--- src/dpoc_params.svh ---
// Purpose: named constants of the parallel output control block
// Assumes: 10 MHz core clock, one core cycle stands in for one unit interval
// Notes:   included by its bare name
// Overview of operation
// - output 24 data bits as three byte groups [7:0], [15:8], [23:16]
// - drive output clock; edge select high means rising strobe, low means falling
// - output enable low tri-states data and clock, lock keeps running
// - sleep input low tri-states data, clock, lock flag and stops the pll
// - stagger select high: three groups switch one to two intervals apart
// - stagger select low: data spread one to two intervals, clock spread one
// - randomizer disable low applies 2E7 derandomizing; high passes data unchanged
// - lock flag high while pll locked; unlocked tri-states data and clock
`ifndef DPOC_PARAMS_SVH
`define DPOC_PARAMS_SVH

// register map, byte addresses
`define DPOC_ADDR_STATUS    8'h00
`define DPOC_ADDR_MASK      8'h04
`define DPOC_ADDR_PINS      8'h08
`define DPOC_ADDR_WORD      8'h0c

// status bit positions
`define DPOC_EV_LOCK_UP     0
`define DPOC_EV_LOCK_DOWN   1
`define DPOC_EV_WORD        2
`define DPOC_EV_W           3

// group switch offsets in core cycles, two bits per group, group 1 lowest
`define DPOC_OFFS_STAGGER   6'h24
`define DPOC_OFFS_SPREAD    6'h21

// derandomizer seed reloaded at each lock
`define DPOC_LFSR_SEED      7'h7f

// reset values
`define DPOC_MASK_RESET     3'h0
`define DPOC_WORD_RESET     24'h000000

`endif

--- src/dpoc_pkg.sv ---
// Purpose: types of the parallel output control block
// Assumes: nothing beyond the constants header
// Notes:   used by scoped names only
`default_nettype none

package dpoc_pkg;

  // configuration and status pins travel together
  typedef struct packed {
    logic edge_sel;
    logic out_en;
    logic sleep_n;
    logic stagger_sel;
    logic rand_dis;
    logic pll_locked;
  } dpoc_pins_t;

  typedef logic [23:0] dpoc_word_t;

  // output port condition, binary codes; wake is the cycle the pll restarts
  typedef enum logic [2:0] {
    PS_SLEEP    = 3'h0,
    PS_UNLOCKED = 3'h1,
    PS_DISABLED = 3'h2,
    PS_DRIVING  = 3'h3,
    PS_WAKE     = 3'h4
  } dpoc_port_state_t;

endpackage : dpoc_pkg

`default_nettype wire

--- src/dpoc_output_ctrl.sv ---
// Purpose: receive-side parallel output port control with register access
// Assumes: recovered clock and word are sampled by the core clock (8+ cycles a period)
// Notes:   one core cycle stands in for one unit interval of the serial link
//
// Strobed register access and the register addresses are this design's own decisions.
`include "dpoc_params.svh"
`default_nettype none

module dpoc_output_ctrl (
  input  wire logic        core_clk_in,
  input  wire logic        resetn_in,
  // recovered link side
  input  wire logic        link_clk_in,
  input  wire logic [23:0] rx_word_in,
  input  wire logic        pll_locked_in,
  // configuration pins
  input  wire logic        output_edge_select_in,
  input  wire logic        output_enable_in,
  input  wire logic        receiver_sleep_n_in,
  input  wire logic        staggered_turnon_select_in,
  input  wire logic        randomizer_disable_in,
  // register port
  input  wire logic [7:0]  reg_addr_in,
  input  wire logic [31:0] reg_wdata_in,
  input  wire logic        reg_wr_in,
  input  wire logic        reg_rd_in,
  output logic      [31:0] reg_rdata_out,
  output logic             irq_out,
  // parallel output pins
  output logic      [23:0] parallel_data_out,
  output logic      [2:0]  parallel_data_oe_out,
  output logic             out_clk_out,
  output logic             out_clk_oe_out,
  output logic             lock_out,
  output logic             lock_oe_out,
  output logic             pll_enable_out
);

  dpoc_pkg::dpoc_pins_t pins_raw;
  dpoc_pkg::dpoc_pins_t pins_s;
  dpoc_pkg::dpoc_word_t word_s;
  logic                 link_s;
  logic [30:0]          sync_bus;

  // gather every outside level into one synchroniser
  assign pins_raw.edge_sel    = output_edge_select_in;
  assign pins_raw.out_en      = output_enable_in;
  assign pins_raw.sleep_n     = receiver_sleep_n_in;
  assign pins_raw.stagger_sel = staggered_turnon_select_in;
  assign pins_raw.rand_dis    = randomizer_disable_in;
  assign pins_raw.pll_locked  = pll_locked_in;

  dpoc_sync #(
    .WIDTH (31)
  ) u_sync (
    .core_clk_in (core_clk_in),
    .resetn_in   (resetn_in),
    .async_in    ({rx_word_in, link_clk_in, pins_raw}),
    .sync_out    (sync_bus)
  );

  // word and clock share the same delay, so the word is settled at the clock edge
  assign pins_s = dpoc_pkg::dpoc_pins_t'(sync_bus[5:0]);
  assign link_s = sync_bus[6];
  assign word_s = sync_bus[30:7];

  logic                 link_prev_reg;
  logic                 locked_prev_reg;
  logic [6:0]           lfsr_reg;
  logic [6:0]           lfsr_next;
  dpoc_pkg::dpoc_word_t word_reg;
  dpoc_pkg::dpoc_word_t word_next;
  logic [1:0]           launch_reg;
  logic                 clk_dly_reg;
  logic [23:0]          data_reg;
  logic [2:0]           data_oe_reg;
  logic                 clk_reg;
  logic                 clk_oe_reg;
  logic                 lock_reg;
  logic                 lock_oe_reg;
  logic                 pll_en_reg;
  logic [`DPOC_EV_W-1:0] status_reg;
  logic [`DPOC_EV_W-1:0] status_next;
  logic [`DPOC_EV_W-1:0] mask_reg;
  logic                 irq_reg;
  logic [31:0]          rdata_reg;

  // edges of the sampled recovered clock
  wire link_rise = link_s & ~link_prev_reg;
  wire link_fall = ~link_s & link_prev_reg;

  // pll runs only while awake; lock counts only then
  wire locked    = pins_s.pll_locked & pins_s.sleep_n;
  wire lock_up   = locked & ~locked_prev_reg;
  wire lock_down = ~locked & locked_prev_reg;

  // port state: why the outputs are off, or that they drive
  dpoc_pkg::dpoc_port_state_t pin_state;
  dpoc_pkg::dpoc_port_state_t state_reg;
  dpoc_pkg::dpoc_port_state_t state_next;

  // what the pins alone ask for; sleep outranks lock, lock outranks enable
  assign pin_state = !pins_s.sleep_n ? dpoc_pkg::PS_SLEEP    :
                     !locked         ? dpoc_pkg::PS_UNLOCKED :
                     !pins_s.out_en  ? dpoc_pkg::PS_DISABLED :
                                       dpoc_pkg::PS_DRIVING;

  // a waking port spends one cycle in wake and one in unlocked before trusting lock;
  // this costs two cycles of drive after sleep but avoids a glitch on wake
  always_comb
  begin
    state_next = dpoc_pkg::PS_SLEEP;
    case (state_reg)
      dpoc_pkg::PS_SLEEP:
      begin
        if (pin_state == dpoc_pkg::PS_SLEEP)
          state_next = dpoc_pkg::PS_SLEEP;
        else
          state_next = dpoc_pkg::PS_WAKE;
      end
      dpoc_pkg::PS_WAKE:
      begin
        if (pin_state == dpoc_pkg::PS_SLEEP)
          state_next = dpoc_pkg::PS_SLEEP;
        else
          state_next = dpoc_pkg::PS_UNLOCKED;
      end
      dpoc_pkg::PS_UNLOCKED:
      begin
        state_next = pin_state;
      end
      dpoc_pkg::PS_DISABLED:
      begin
        state_next = pin_state;
      end
      dpoc_pkg::PS_DRIVING:
      begin
        state_next = pin_state;
      end
      default:
      begin
        state_next = dpoc_pkg::PS_SLEEP;
      end
    endcase
  end

  // port state register, asleep until the pins say otherwise
  always_ff @(posedge core_clk_in)
  begin
    if (!resetn_in)
      state_reg <= dpoc_pkg::PS_SLEEP;
    else
      state_reg <= state_next;
  end

  // data and clock outputs drive only awake, enabled and locked
  wire drive_ok = (state_next == dpoc_pkg::PS_DRIVING);

  // 2E7 sequence, x^7 + x^6 + 1, one step per received word
  assign lfsr_next = {lfsr_reg[5:0], lfsr_reg[6] ^ lfsr_reg[5]};

  // backward mode passes the word untouched
  wire [23:0] derand_mask = {lfsr_reg[2:0], lfsr_reg, lfsr_reg, lfsr_reg};
  assign word_next = pins_s.rand_dis ? word_s : (word_s ^ derand_mask);

  // capture path, restarted at each new lock so both ends align
  always_ff @(posedge core_clk_in)
  begin
    if (!resetn_in)
    begin
      link_prev_reg   <= 1'b0;
      locked_prev_reg <= 1'b0;
      lfsr_reg        <= `DPOC_LFSR_SEED;
      word_reg        <= `DPOC_WORD_RESET;
    end
    else
    begin
      link_prev_reg   <= link_s;
      locked_prev_reg <= locked;
      if (lock_up)
        lfsr_reg <= `DPOC_LFSR_SEED;
      else if (link_rise && locked)
      begin
        lfsr_reg <= lfsr_next;
        word_reg <= word_next;
      end
    end
  end

  // launch taps: offset 0 on the falling link edge, then one and two cycles later
  wire [2:0] launch_tap = {launch_reg, link_fall};

  always_ff @(posedge core_clk_in)
  begin
    if (!resetn_in)
      launch_reg <= 2'h0;
    else
      launch_reg <= {launch_reg[0], link_fall};
  end

  // stagger mode separates groups; spread mode scatters them around the clock
  wire [5:0] group_offs = pins_s.stagger_sel ? `DPOC_OFFS_STAGGER : `DPOC_OFFS_SPREAD;

  genvar g;
  generate
    for (g = 0; g < 3; g = g + 1)
    begin : g_group
      wire [1:0] off  = group_offs[2*g +: 2];
      wire       load = launch_tap[off];

      // each byte group has its own launch point and enable
      always_ff @(posedge core_clk_in)
      begin
        if (!resetn_in)
        begin
          data_reg[8*g +: 8] <= 8'h00;
          data_oe_reg[g]     <= 1'b0;
        end
        else
        begin
          if (load)
            data_reg[8*g +: 8] <= word_reg[8*g +: 8];
          data_oe_reg[g] <= drive_ok;
        end
      end
    end
  endgenerate

  // clock launched at the falling link edge, so the strobe edge is mid-word;
  // spread mode holds the clock one more cycle
  wire clk_src = pins_s.stagger_sel ? link_s : clk_dly_reg;
  wire clk_pol = clk_src ^ ~pins_s.edge_sel;

  always_ff @(posedge core_clk_in)
  begin
    if (!resetn_in)
    begin
      clk_dly_reg <= 1'b0;
      clk_reg     <= 1'b0;
      clk_oe_reg  <= 1'b0;
      lock_reg    <= 1'b0;
      lock_oe_reg <= 1'b0;
      pll_en_reg  <= 1'b0;
    end
    else
    begin
      clk_dly_reg <= link_s;
      clk_reg     <= clk_pol;
      clk_oe_reg  <= drive_ok;
      lock_reg    <= locked;
      lock_oe_reg <= pins_s.sleep_n;
      pll_en_reg  <= pins_s.sleep_n;
    end
  end

  // register decode
  wire wr_status = reg_wr_in && (reg_addr_in == `DPOC_ADDR_STATUS);
  wire wr_mask   = reg_wr_in && (reg_addr_in == `DPOC_ADDR_MASK);

  // events: lock gained, lock lost, word captured while driving
  wire [`DPOC_EV_W-1:0] events = {link_rise & drive_ok, lock_down, lock_up};
  wire [`DPOC_EV_W-1:0] clr    = wr_status ? reg_wdata_in[`DPOC_EV_W-1:0] : '0;

  // a new event beats a write-one clear in the same cycle
  assign status_next = (status_reg & ~clr) | events;

  // port state sits above the pin levels so software sees why outputs are off
  wire [31:0] pins_word = {22'h0, state_reg, drive_ok, pins_s};

  // read selection, unmapped addresses read zero
  wire [31:0] rd_mux =
    (reg_addr_in == `DPOC_ADDR_STATUS) ? {29'h0, status_reg} :
    (reg_addr_in == `DPOC_ADDR_MASK)   ? {29'h0, mask_reg}   :
    (reg_addr_in == `DPOC_ADDR_PINS)   ? pins_word           :
    (reg_addr_in == `DPOC_ADDR_WORD)   ? {8'h00, word_reg}   : 32'h00000000;

  // register file and interrupt
  always_ff @(posedge core_clk_in)
  begin
    if (!resetn_in)
    begin
      status_reg <= '0;
      mask_reg   <= `DPOC_MASK_RESET;
      irq_reg    <= 1'b0;
      rdata_reg  <= 32'h00000000;
    end
    else
    begin
      status_reg <= status_next;
      if (wr_mask)
        mask_reg <= reg_wdata_in[`DPOC_EV_W-1:0];
      irq_reg    <= |(status_next & (wr_mask ? reg_wdata_in[`DPOC_EV_W-1:0] : mask_reg));
      rdata_reg  <= reg_rd_in ? rd_mux : 32'h00000000; // data only in the cycle after
    end
  end

  // every output straight from a flip-flop
  assign parallel_data_out    = data_reg;
  assign parallel_data_oe_out = data_oe_reg;
  assign out_clk_out          = clk_reg;
  assign out_clk_oe_out       = clk_oe_reg;
  assign lock_out             = lock_reg;
  assign lock_oe_out          = lock_oe_reg;
  assign pll_enable_out       = pll_en_reg;
  assign irq_out              = irq_reg;
  assign reg_rdata_out        = rdata_reg;

endmodule : dpoc_output_ctrl

`default_nettype wire

--- src/dpoc_sync.sv ---
// Purpose: two-stage synchroniser for a bundle of asynchronous levels
// Assumes: inputs arrive from outside the core clock domain
// Notes:   first stage is read only by the second
`default_nettype none

module dpoc_sync #(
  parameter int WIDTH = 1
) (
  input  wire logic             core_clk_in,
  input  wire logic             resetn_in,
  input  wire logic [WIDTH-1:0] async_in,
  output logic      [WIDTH-1:0] sync_out
);

  logic [WIDTH-1:0] meta_reg;

  // both stages clear together; metastability settles in the first
  always_ff @(posedge core_clk_in)
  begin
    if (!resetn_in)
    begin
      meta_reg <= '0;
      sync_out <= '0;
    end
    else
    begin
      meta_reg <= async_in;
      sync_out <= meta_reg;
    end
  end

endmodule : dpoc_sync

`default_nettype wire

--- config.mk ---
export PLATFORM = sky130hd
export DESIGN_NAME = dpoc_output_ctrl
export DESIGN_NICKNAME = d
export VERILOG_FILES = /design/src/dpoc_pkg.sv /design/src/dpoc_output_ctrl.sv /design/src/dpoc_sync.sv
export VERILOG_INCLUDE_DIRS = /design/src
export SDC_FILE = /design/constraint.sdc
export NUM_CORES = 1
export LEC_CHECK = 0
export ABC_AREA = 1
export BUFFER_PORTS_ARGS = -buffer_cell sky130_fd_sc_hd__clkbuf_2
export CELL_PAD_IN_SITES_DETAIL_PLACEMENT = 1
export CELL_PAD_IN_SITES_GLOBAL_PLACEMENT = 1
export CORE_ASPECT_RATIO = 0.6
export CORE_MARGIN = 5
export CORE_UTILIZATION = 40
export CTS_BUF_LIST = sky130_fd_sc_hd__clkbuf_4 sky130_fd_sc_hd__clkbuf_8
export CTS_CLUSTER_DIAMETER = 50
export DETAILED_ROUTE_END_ITERATION = 8
export GPL_TIMING_DRIVEN = 0
export PLACE_DENSITY = 0.8
export SYNTH_ARGS = -nofsm -noshare
export SYNTH_HDL_FRONTEND = slang
export SYNTH_SLANG_ARGS = --single-unit
--- constraint.sdc ---
create_clock -name core_clk_in -period 1.72 [get_ports core_clk_in]
set_clock_uncertainty 0.15 [all_clocks]
set_input_delay 0.172 -clock core_clk_in [delete_from_list [all_inputs] [get_ports core_clk_in]]
set_output_delay 0.172 -clock core_clk_in [all_outputs]
set_load 0.02 [all_outputs]
**Yosys cells after proc, flatten, opt, wreduce, memory -nomap -nowiden**

Index checks and enable logic that the tools add are counted.

- $lt $le $gt $ge: 3
- Equality and inequality tests: 8
- Muxes and demuxes: 21
- Bitwise operators: 22
- Reductions and logical operators: 14

Operator list:

| kind | number |
|---|---|
| 24-bit two-way mux | 1 |
| 24-bit bitwise XOR | 1 |
| 10-bit two-way mux | 2 |
| 3-bit two-way mux | 6 |
| 8-bit by 4-bit == test with 1-bit output, second input constant | 2 |
| 3-bit by 2-bit == test with 1-bit output, second input constant | 3 |
| 1-bit inverter | 9 |
| 3-bit one-hot mux with 3 select lines | 1 |
| 8-bit by 3-bit == test with 1-bit output, second input constant | 1 |
| 8-bit zero test | 1 |
| 1-bit AND | 6 |
| 3-bit AND | 2 |
| 1-bit binary-select mux with 2-bit select | 3 |
| 3-bit zero test | 2 |
| 1-bit two-way mux | 6 |
| 3-bit OR reduction | 2 |
| 6-bit OR reduction | 1 |
| 5-bit OR reduction | 1 |
| 2-bit two-way mux | 2 |
| 2-bit AND reduction | 2 |
| 4-bit OR reduction | 1 |
| 3-bit by 1-bit == test with 1-bit output, second input constant | 1 |
| 3-bit == test, second input constant | 1 |
| 1-bit logical AND | 3 |
| 7 further kinds | 8 |

- Register bits: 166
- Word-level logic and storage cells: 89

**Logic depth before layout (Yosys ltp)**

- Depth in word-level cells: 11
- Mapped depth: 10
- Gate-level depth less buffers: 10

**Hierarchy**

From an unflattened synthesis, not the netlist that was laid out.

- Cells, all modules: 652
- Area, all modules: 5665.4 um^2

Modules (own cells, without submodules):

| module | instances | cells an instance | area an instance (um^2) | seq. area each (um^2) |
|---|---|---|---|---|
| dpoc_output_ctrl | 1 | 459 | 3822.4 | 1921.8 |
| dpoc_sync | 1 | 193 | 1843.0 | 1241.2 |

**Least setup slack after synthesis**

OpenSTA, ideal clock, no wires.

- Path kind: register to register
- From: reg u_sync.sync_out[3]
- To: reg word_reg[18]
- Library setup time: 117 ps
- Arrival time: 1163 ps
- Slack: 290 ps
- Cell stages (with the launch flop): 7
- Path through: dfxtp_1 -> nand2_2 -> nor3_4 -> nand2_4 -> buf_6 -> o21ai_1 -> a21oi_1

- Word-level cells in the longest chain between the ends: 4
- Elaborated cells between the ends (all ways): 5
- Classes of those cells: bitwise: 3; reduce/logical: 2

Ends and longest elaborated chain:

| what | line | source |
|---|---|---|
| from (decl) | dpoc_sync.sv:12 | `output logic [WIDTH-1:0] sync_out` |
| from (signal assigned) | dpoc_sync.sv:28 | `sync_out <= meta_reg;` |
| 1-bit AND (*) | dpoc_output_ctrl.sv:93 | `wire locked = pins_s.pll_locked & pins_s.sleep_n;` |
| 1-bit AND | dpoc_output_ctrl.sv:94 | `wire lock_up = locked & ~locked_prev_reg;` |
| 1-bit inverter (no source line) | - |  |
| 2-bit AND reduction (no source line) (*) | - |  |
| to (signal assigned) | dpoc_output_ctrl.sv:174 | `` word_reg <= `DPOC_WORD_RESET; `` |
| to (signal assigned) | dpoc_output_ctrl.sv:185 | `word_reg <= word_next;` |
| to (decl) | dpoc_output_ctrl.sv:71 | `dpoc_pkg::dpoc_word_t word_reg;` |

Mark *: on every way between the ends. The rest lies on a longest branch, timed or not.
A chain may end at the register's enable or synchronous reset.

**Worst setup path in the final report**

- From: in reg_wr_in
- To: reg mask_reg[2]

- Word-level cells in the longest chain between the ends: 2

Ends and longest elaborated chain:

| what | line | source |
|---|---|---|
| from (decl) | dpoc_output_ctrl.sv:25 | `input wire logic reg_wr_in,` |
| 1-bit logical AND | dpoc_output_ctrl.sv:258 | `` wire wr_mask = reg_wr_in && (reg_addr_in == `DPOC_ADDR_MASK); `` |
| 3-bit two-way mux | - |  |
| to (signal assigned) | dpoc_output_ctrl.sv:283 | `` mask_reg <= `DPOC_MASK_RESET; `` |
| to (signal assigned) | dpoc_output_ctrl.sv:291 | `` mask_reg <= reg_wdata_in[`DPOC_EV_W-1:0]; `` |
| to (decl) | dpoc_output_ctrl.sv:84 | `` logic [`DPOC_EV_W-1:0] mask_reg; `` |

Every way passes these cells.

==> flow_metrics.env <==
export IMPL_hold_viol_final=0
export IMPL_ioPinCount=140
export IMPL_rows=33
export IMPL_synth_cell_types=29
export IMPL_hpwl_um=11000
export IMPL_antenna_found_initial=0
export IMPL_cp_max_fo=6
export IMPL_synth_area_per_cell_um2=8.437
export IMPL_dieArea_um2=16250
export IMPL_reg2reg_depth=5
export IMPL_nets=894
export IMPL_cap_viol_max_count=0
export IMPL_grtUsageTotal_pct=18.92
export IMPL_reg2reg_slack_ps=80
export IMPL_cts_tree="done"
export IMPL_first_pass_iters=5
export IMPL_final_cells=1005
export IMPL_synth_area_leaders="dfxtp_1 58%, nand2_1 9.7%, inv_1 7.1%"
export IMPL_synthAdderAreaFrac_pct=0
export IMPL_max_clock_freq_mhz=601.2
export IMPL_whs_path_depth=5
export IMPL_synth_top_cells_by_count="158 x dfxtp_1, 142 x nand2_1, 104 x inv_1"
export IMPL_grt_pass1_vias=4761
export IMPL_crit_buf_inv=3
export IMPL_final_setup_viol_count=0
export IMPL_synth_edf_count=0
export IMPL_synth_top_area_share_pct=57.59
export IMPL_worst_slew_pin_slew_ps=513.7
export IMPL_ant_nets=0
export IMPL_yosys_area_share_simple_pct=15.95
export IMPL_r2r_start="u_sync.sync_out[1]"
export IMPL_wl_per_cell_um=14.72
export IMPL_port_buffer_count=101
export IMPL_cpMaxStageDelayCell="dlygate4sd3_1"
export IMPL_die_x_um=161.3
export IMPL_synth_xor_area_share_pct=3.986
export IMPL_synth_most_common_cell="dfxtp_1"
export IMPL_synth_compound_area_share_pct=10.82
export IMPL_synthArstFlopShare_pct=0
export IMPL_gp_congestion=0.8134
export IMPL_cp_cell_sequence="dlygate4sd3_1, clkbuf_2, nand2_1, nor2_2, a211oi_1, dlygate4sd3_1"
export IMPL_ys_warnings_count=0
export IMPL_outcome="finished clean"
export IMPL_clkSlewWorstSetupHoldPaths_ps=80
export IMPL_hold_class="in -> reg"
export IMPL_holdWs_ps=62.28
export IMPL_cpLargestDelayFamily="buffers and inverters"
export IMPL_start_kind="input port"
export IMPL_max_stage_delay_ps=580
export IMPL_drive_above_1_share_pct=20.96
export IMPL_clk_path_buf_depth=2
export IMPL_muxShareOfSynthArea_pct=0
export IMPL_netlist_top_cell_by_area="dfxtp_1"
export IMPL_grt_ovfl_total=0
export IMPL_grt_max_degree=17
export IMPL_worstPathArrival_ps=1900
export IMPL_hold_start="reg_addr_in[2]"
export IMPL_min_period_ps=1663
export IMPL_start_util_pct=40.56
export IMPL_grt_first_pass_wirelength_um=24170
export IMPL_drtIter0Drc=194
export IMPL_p_leak_nw=3.468
export IMPL_critPathRequiredTime_ps=1960
export IMPL_ys_ff_latch=158
export IMPL_drcViolationCount=0
export IMPL_wirelength_um=14790
export IMPL_synth_top_family_by_area="simple AND/OR/NAND/NOR gates"
export IMPL_slew_headroom_pct=65.62
export IMPL_core_um2=13540
export IMPL_cts_sinks=158
export IMPL_diodes=0
export IMPL_num_vias=4556
export IMPL_syn_instance_count=651
export IMPL_syn_area_um2=5493
export IMPL_cts_root_buf="clkbuf_8"
export IMPL_critPathMostFrequentCell="dlygate4sd3_1"
export IMPL_timing_final_crit_share_pct=96.71
export IMPL_critical_path_class="in -> reg"
export IMPL_utilization_pct=52.12
export IMPL_rr_endpoint="word_reg[8]"
export IMPL_max_vdd_ir_drop_v=0.0004061
export IMPL_cts_buffers=17
export IMPL_tns_ps=0
export IMPL_power_per_cell_area_nw_per_um2=991.8
export IMPL_synth_flop_cell="dfxtp_1"
export IMPL_rsz0062_at_grt="no"
export IMPL_dp_cells=934
export IMPL_viasPerCell=4.533
export IMPL_clk_insertion_delay_late_ps=440
export IMPL_crit_path_end_kind="register"
export IMPL_hold_end="reg_rdata_out[23]"
export IMPL_ys_seq_area_share_pct=57.59
export IMPL_die_y_um=100.8
export IMPL_synthToLayoutAreaGrowth_pct=28.50
export IMPL_slew_violations=0
export IMPL_h_tree_depth=4
==> placed cells by master, fill, tap and decap left out <==
cell,Yosys,layout
buf_6,6,6
dlygate4sd3_1,0,39
o21ai_2,3,4
a21oi_1,63,63
xnor2_1,25,25
clkinv_4,0,2
conb_1,1,8
nor2_2,0,2
o21ai_0,28,28
a31oi_1,1,1
dfxtp_2,0,2
nand2_4,2,2
buf_2,5,4
buf_4,12,15
clkbuf_8,0,20
clkinv_2,0,1
nand3_1,23,23
a211oi_1,1,1
nand2_1,142,142
nor4_1,2,2
a21oi_2,1,1
clkbuf_4,0,1
dfxtp_1,158,156
nand4_1,3,3
inv_1,104,104
clkbuf_2,0,101
clkinvlp_4,0,4
o211ai_1,2,2
nor2_1,30,28
nor3_1,2,2
nor3_4,1,1
buf_1,3,3
bufinv_16,0,2
clkbuf_1,9,9
o21ai_1,15,14
nor2_4,2,2
inv_2,2,2
clkinv_1,3,3
nand2_2,2,2
==> power by group <==
group | switching, mW | internal, mW
Clock | 1.32 | 1.41
Sequential | 0.0481 | 3.75
Combinational | 0.269 | 0.203
Total | 1.64 | 5.36
==> worst register-to-register path, delay by kind of cell, from the launching register on <==
| family | cells | cell delay, ps |
|---|---|---|
| buf+inv | 1 | 270 |
| flops | 1 | 300 |
| compound gates | 2 | 300 |
| xor+xnor | 1 | 300 |
| simple gates | 1 | 260 |
==> logic make-up (layout without fill, tap and decap cells) <==
kind of cell | Yosys count | in the layout
AO/OA/AOI/OAI | 114 | 114
XOR/XNOR | 25 | 25
buffers and inverters | 144 | 316
flip-flops | 158 | 158
other | 1 | 8
AND/OR/NAND/NOR | 209 | 209
==> per-stage QoR <==
stage,cell area (µm²),setup WS [ps],power (mW)
5_1_grt,7058,5.696,7.274
3_3_place_gp,6243,-26.54,4.265
4_1_cts,7044,25.06,7.038
3_5_place_dp,6243,-53.63,4.285
6_report,7058,56.59,7.000
2_1_floorplan,5519,289.5,4.119
==> final cells by class <==
class                      instances  area (µm²)
buffer                            35       230.2
clock buffer                      21       282.8
clock inverter                     9       112.6
fill                            1644        6485
inverter                         109       409.1
multi-input combinational        356        1728
sequential                       158        3166
tap                              175       219.0
timing repair buffer             142       910.9
==> how the worst max path moves through the flow <==
| stage | start | depth (start not counted) | to |
|---|---|---|---|
| floorplan | u_sync.sync_out[3] | 6 | word_reg[18] |
| global placement | resetn_in | 4 | lfsr_reg[0] |
| detailed placement | resetn_in | 4 | lfsr_reg[0] |
| CTS | u_sync.sync_out[3] | 6 | word_reg[8] |
| global route | u_sync.sync_out[6] | 6 | word_reg[5] |
| finish | reg_wr_in | 6 | mask_reg[2] |
==> timing repair <==
| action | CTS | global route |
|---|---|---|
| endpoints found under the setup margin | 18 | 22 |
| hold buffers | 39 | 0 |
| cloned | 0 | 0 |
| endpoints found under the hold margin | 41 | 0 |
| buffers inserted | 2 | 0 |
| gates resized for setup | 0 | 7 |
| pin swaps | 1 | 1 |
==> metal layers <==
layer / wire length [µm] / up-vias / global-route usage [%]
met2: 6508 / 107 / 29.66
met1: 7407 / 2118 / 26.10
met3: 725 / 15 / 4.577
li1: - / 2316 / -
met5: 0 / - / 0
met4: 149 / 0 / 5.832
No activity file was read; power rests on OpenSTA's default activity.
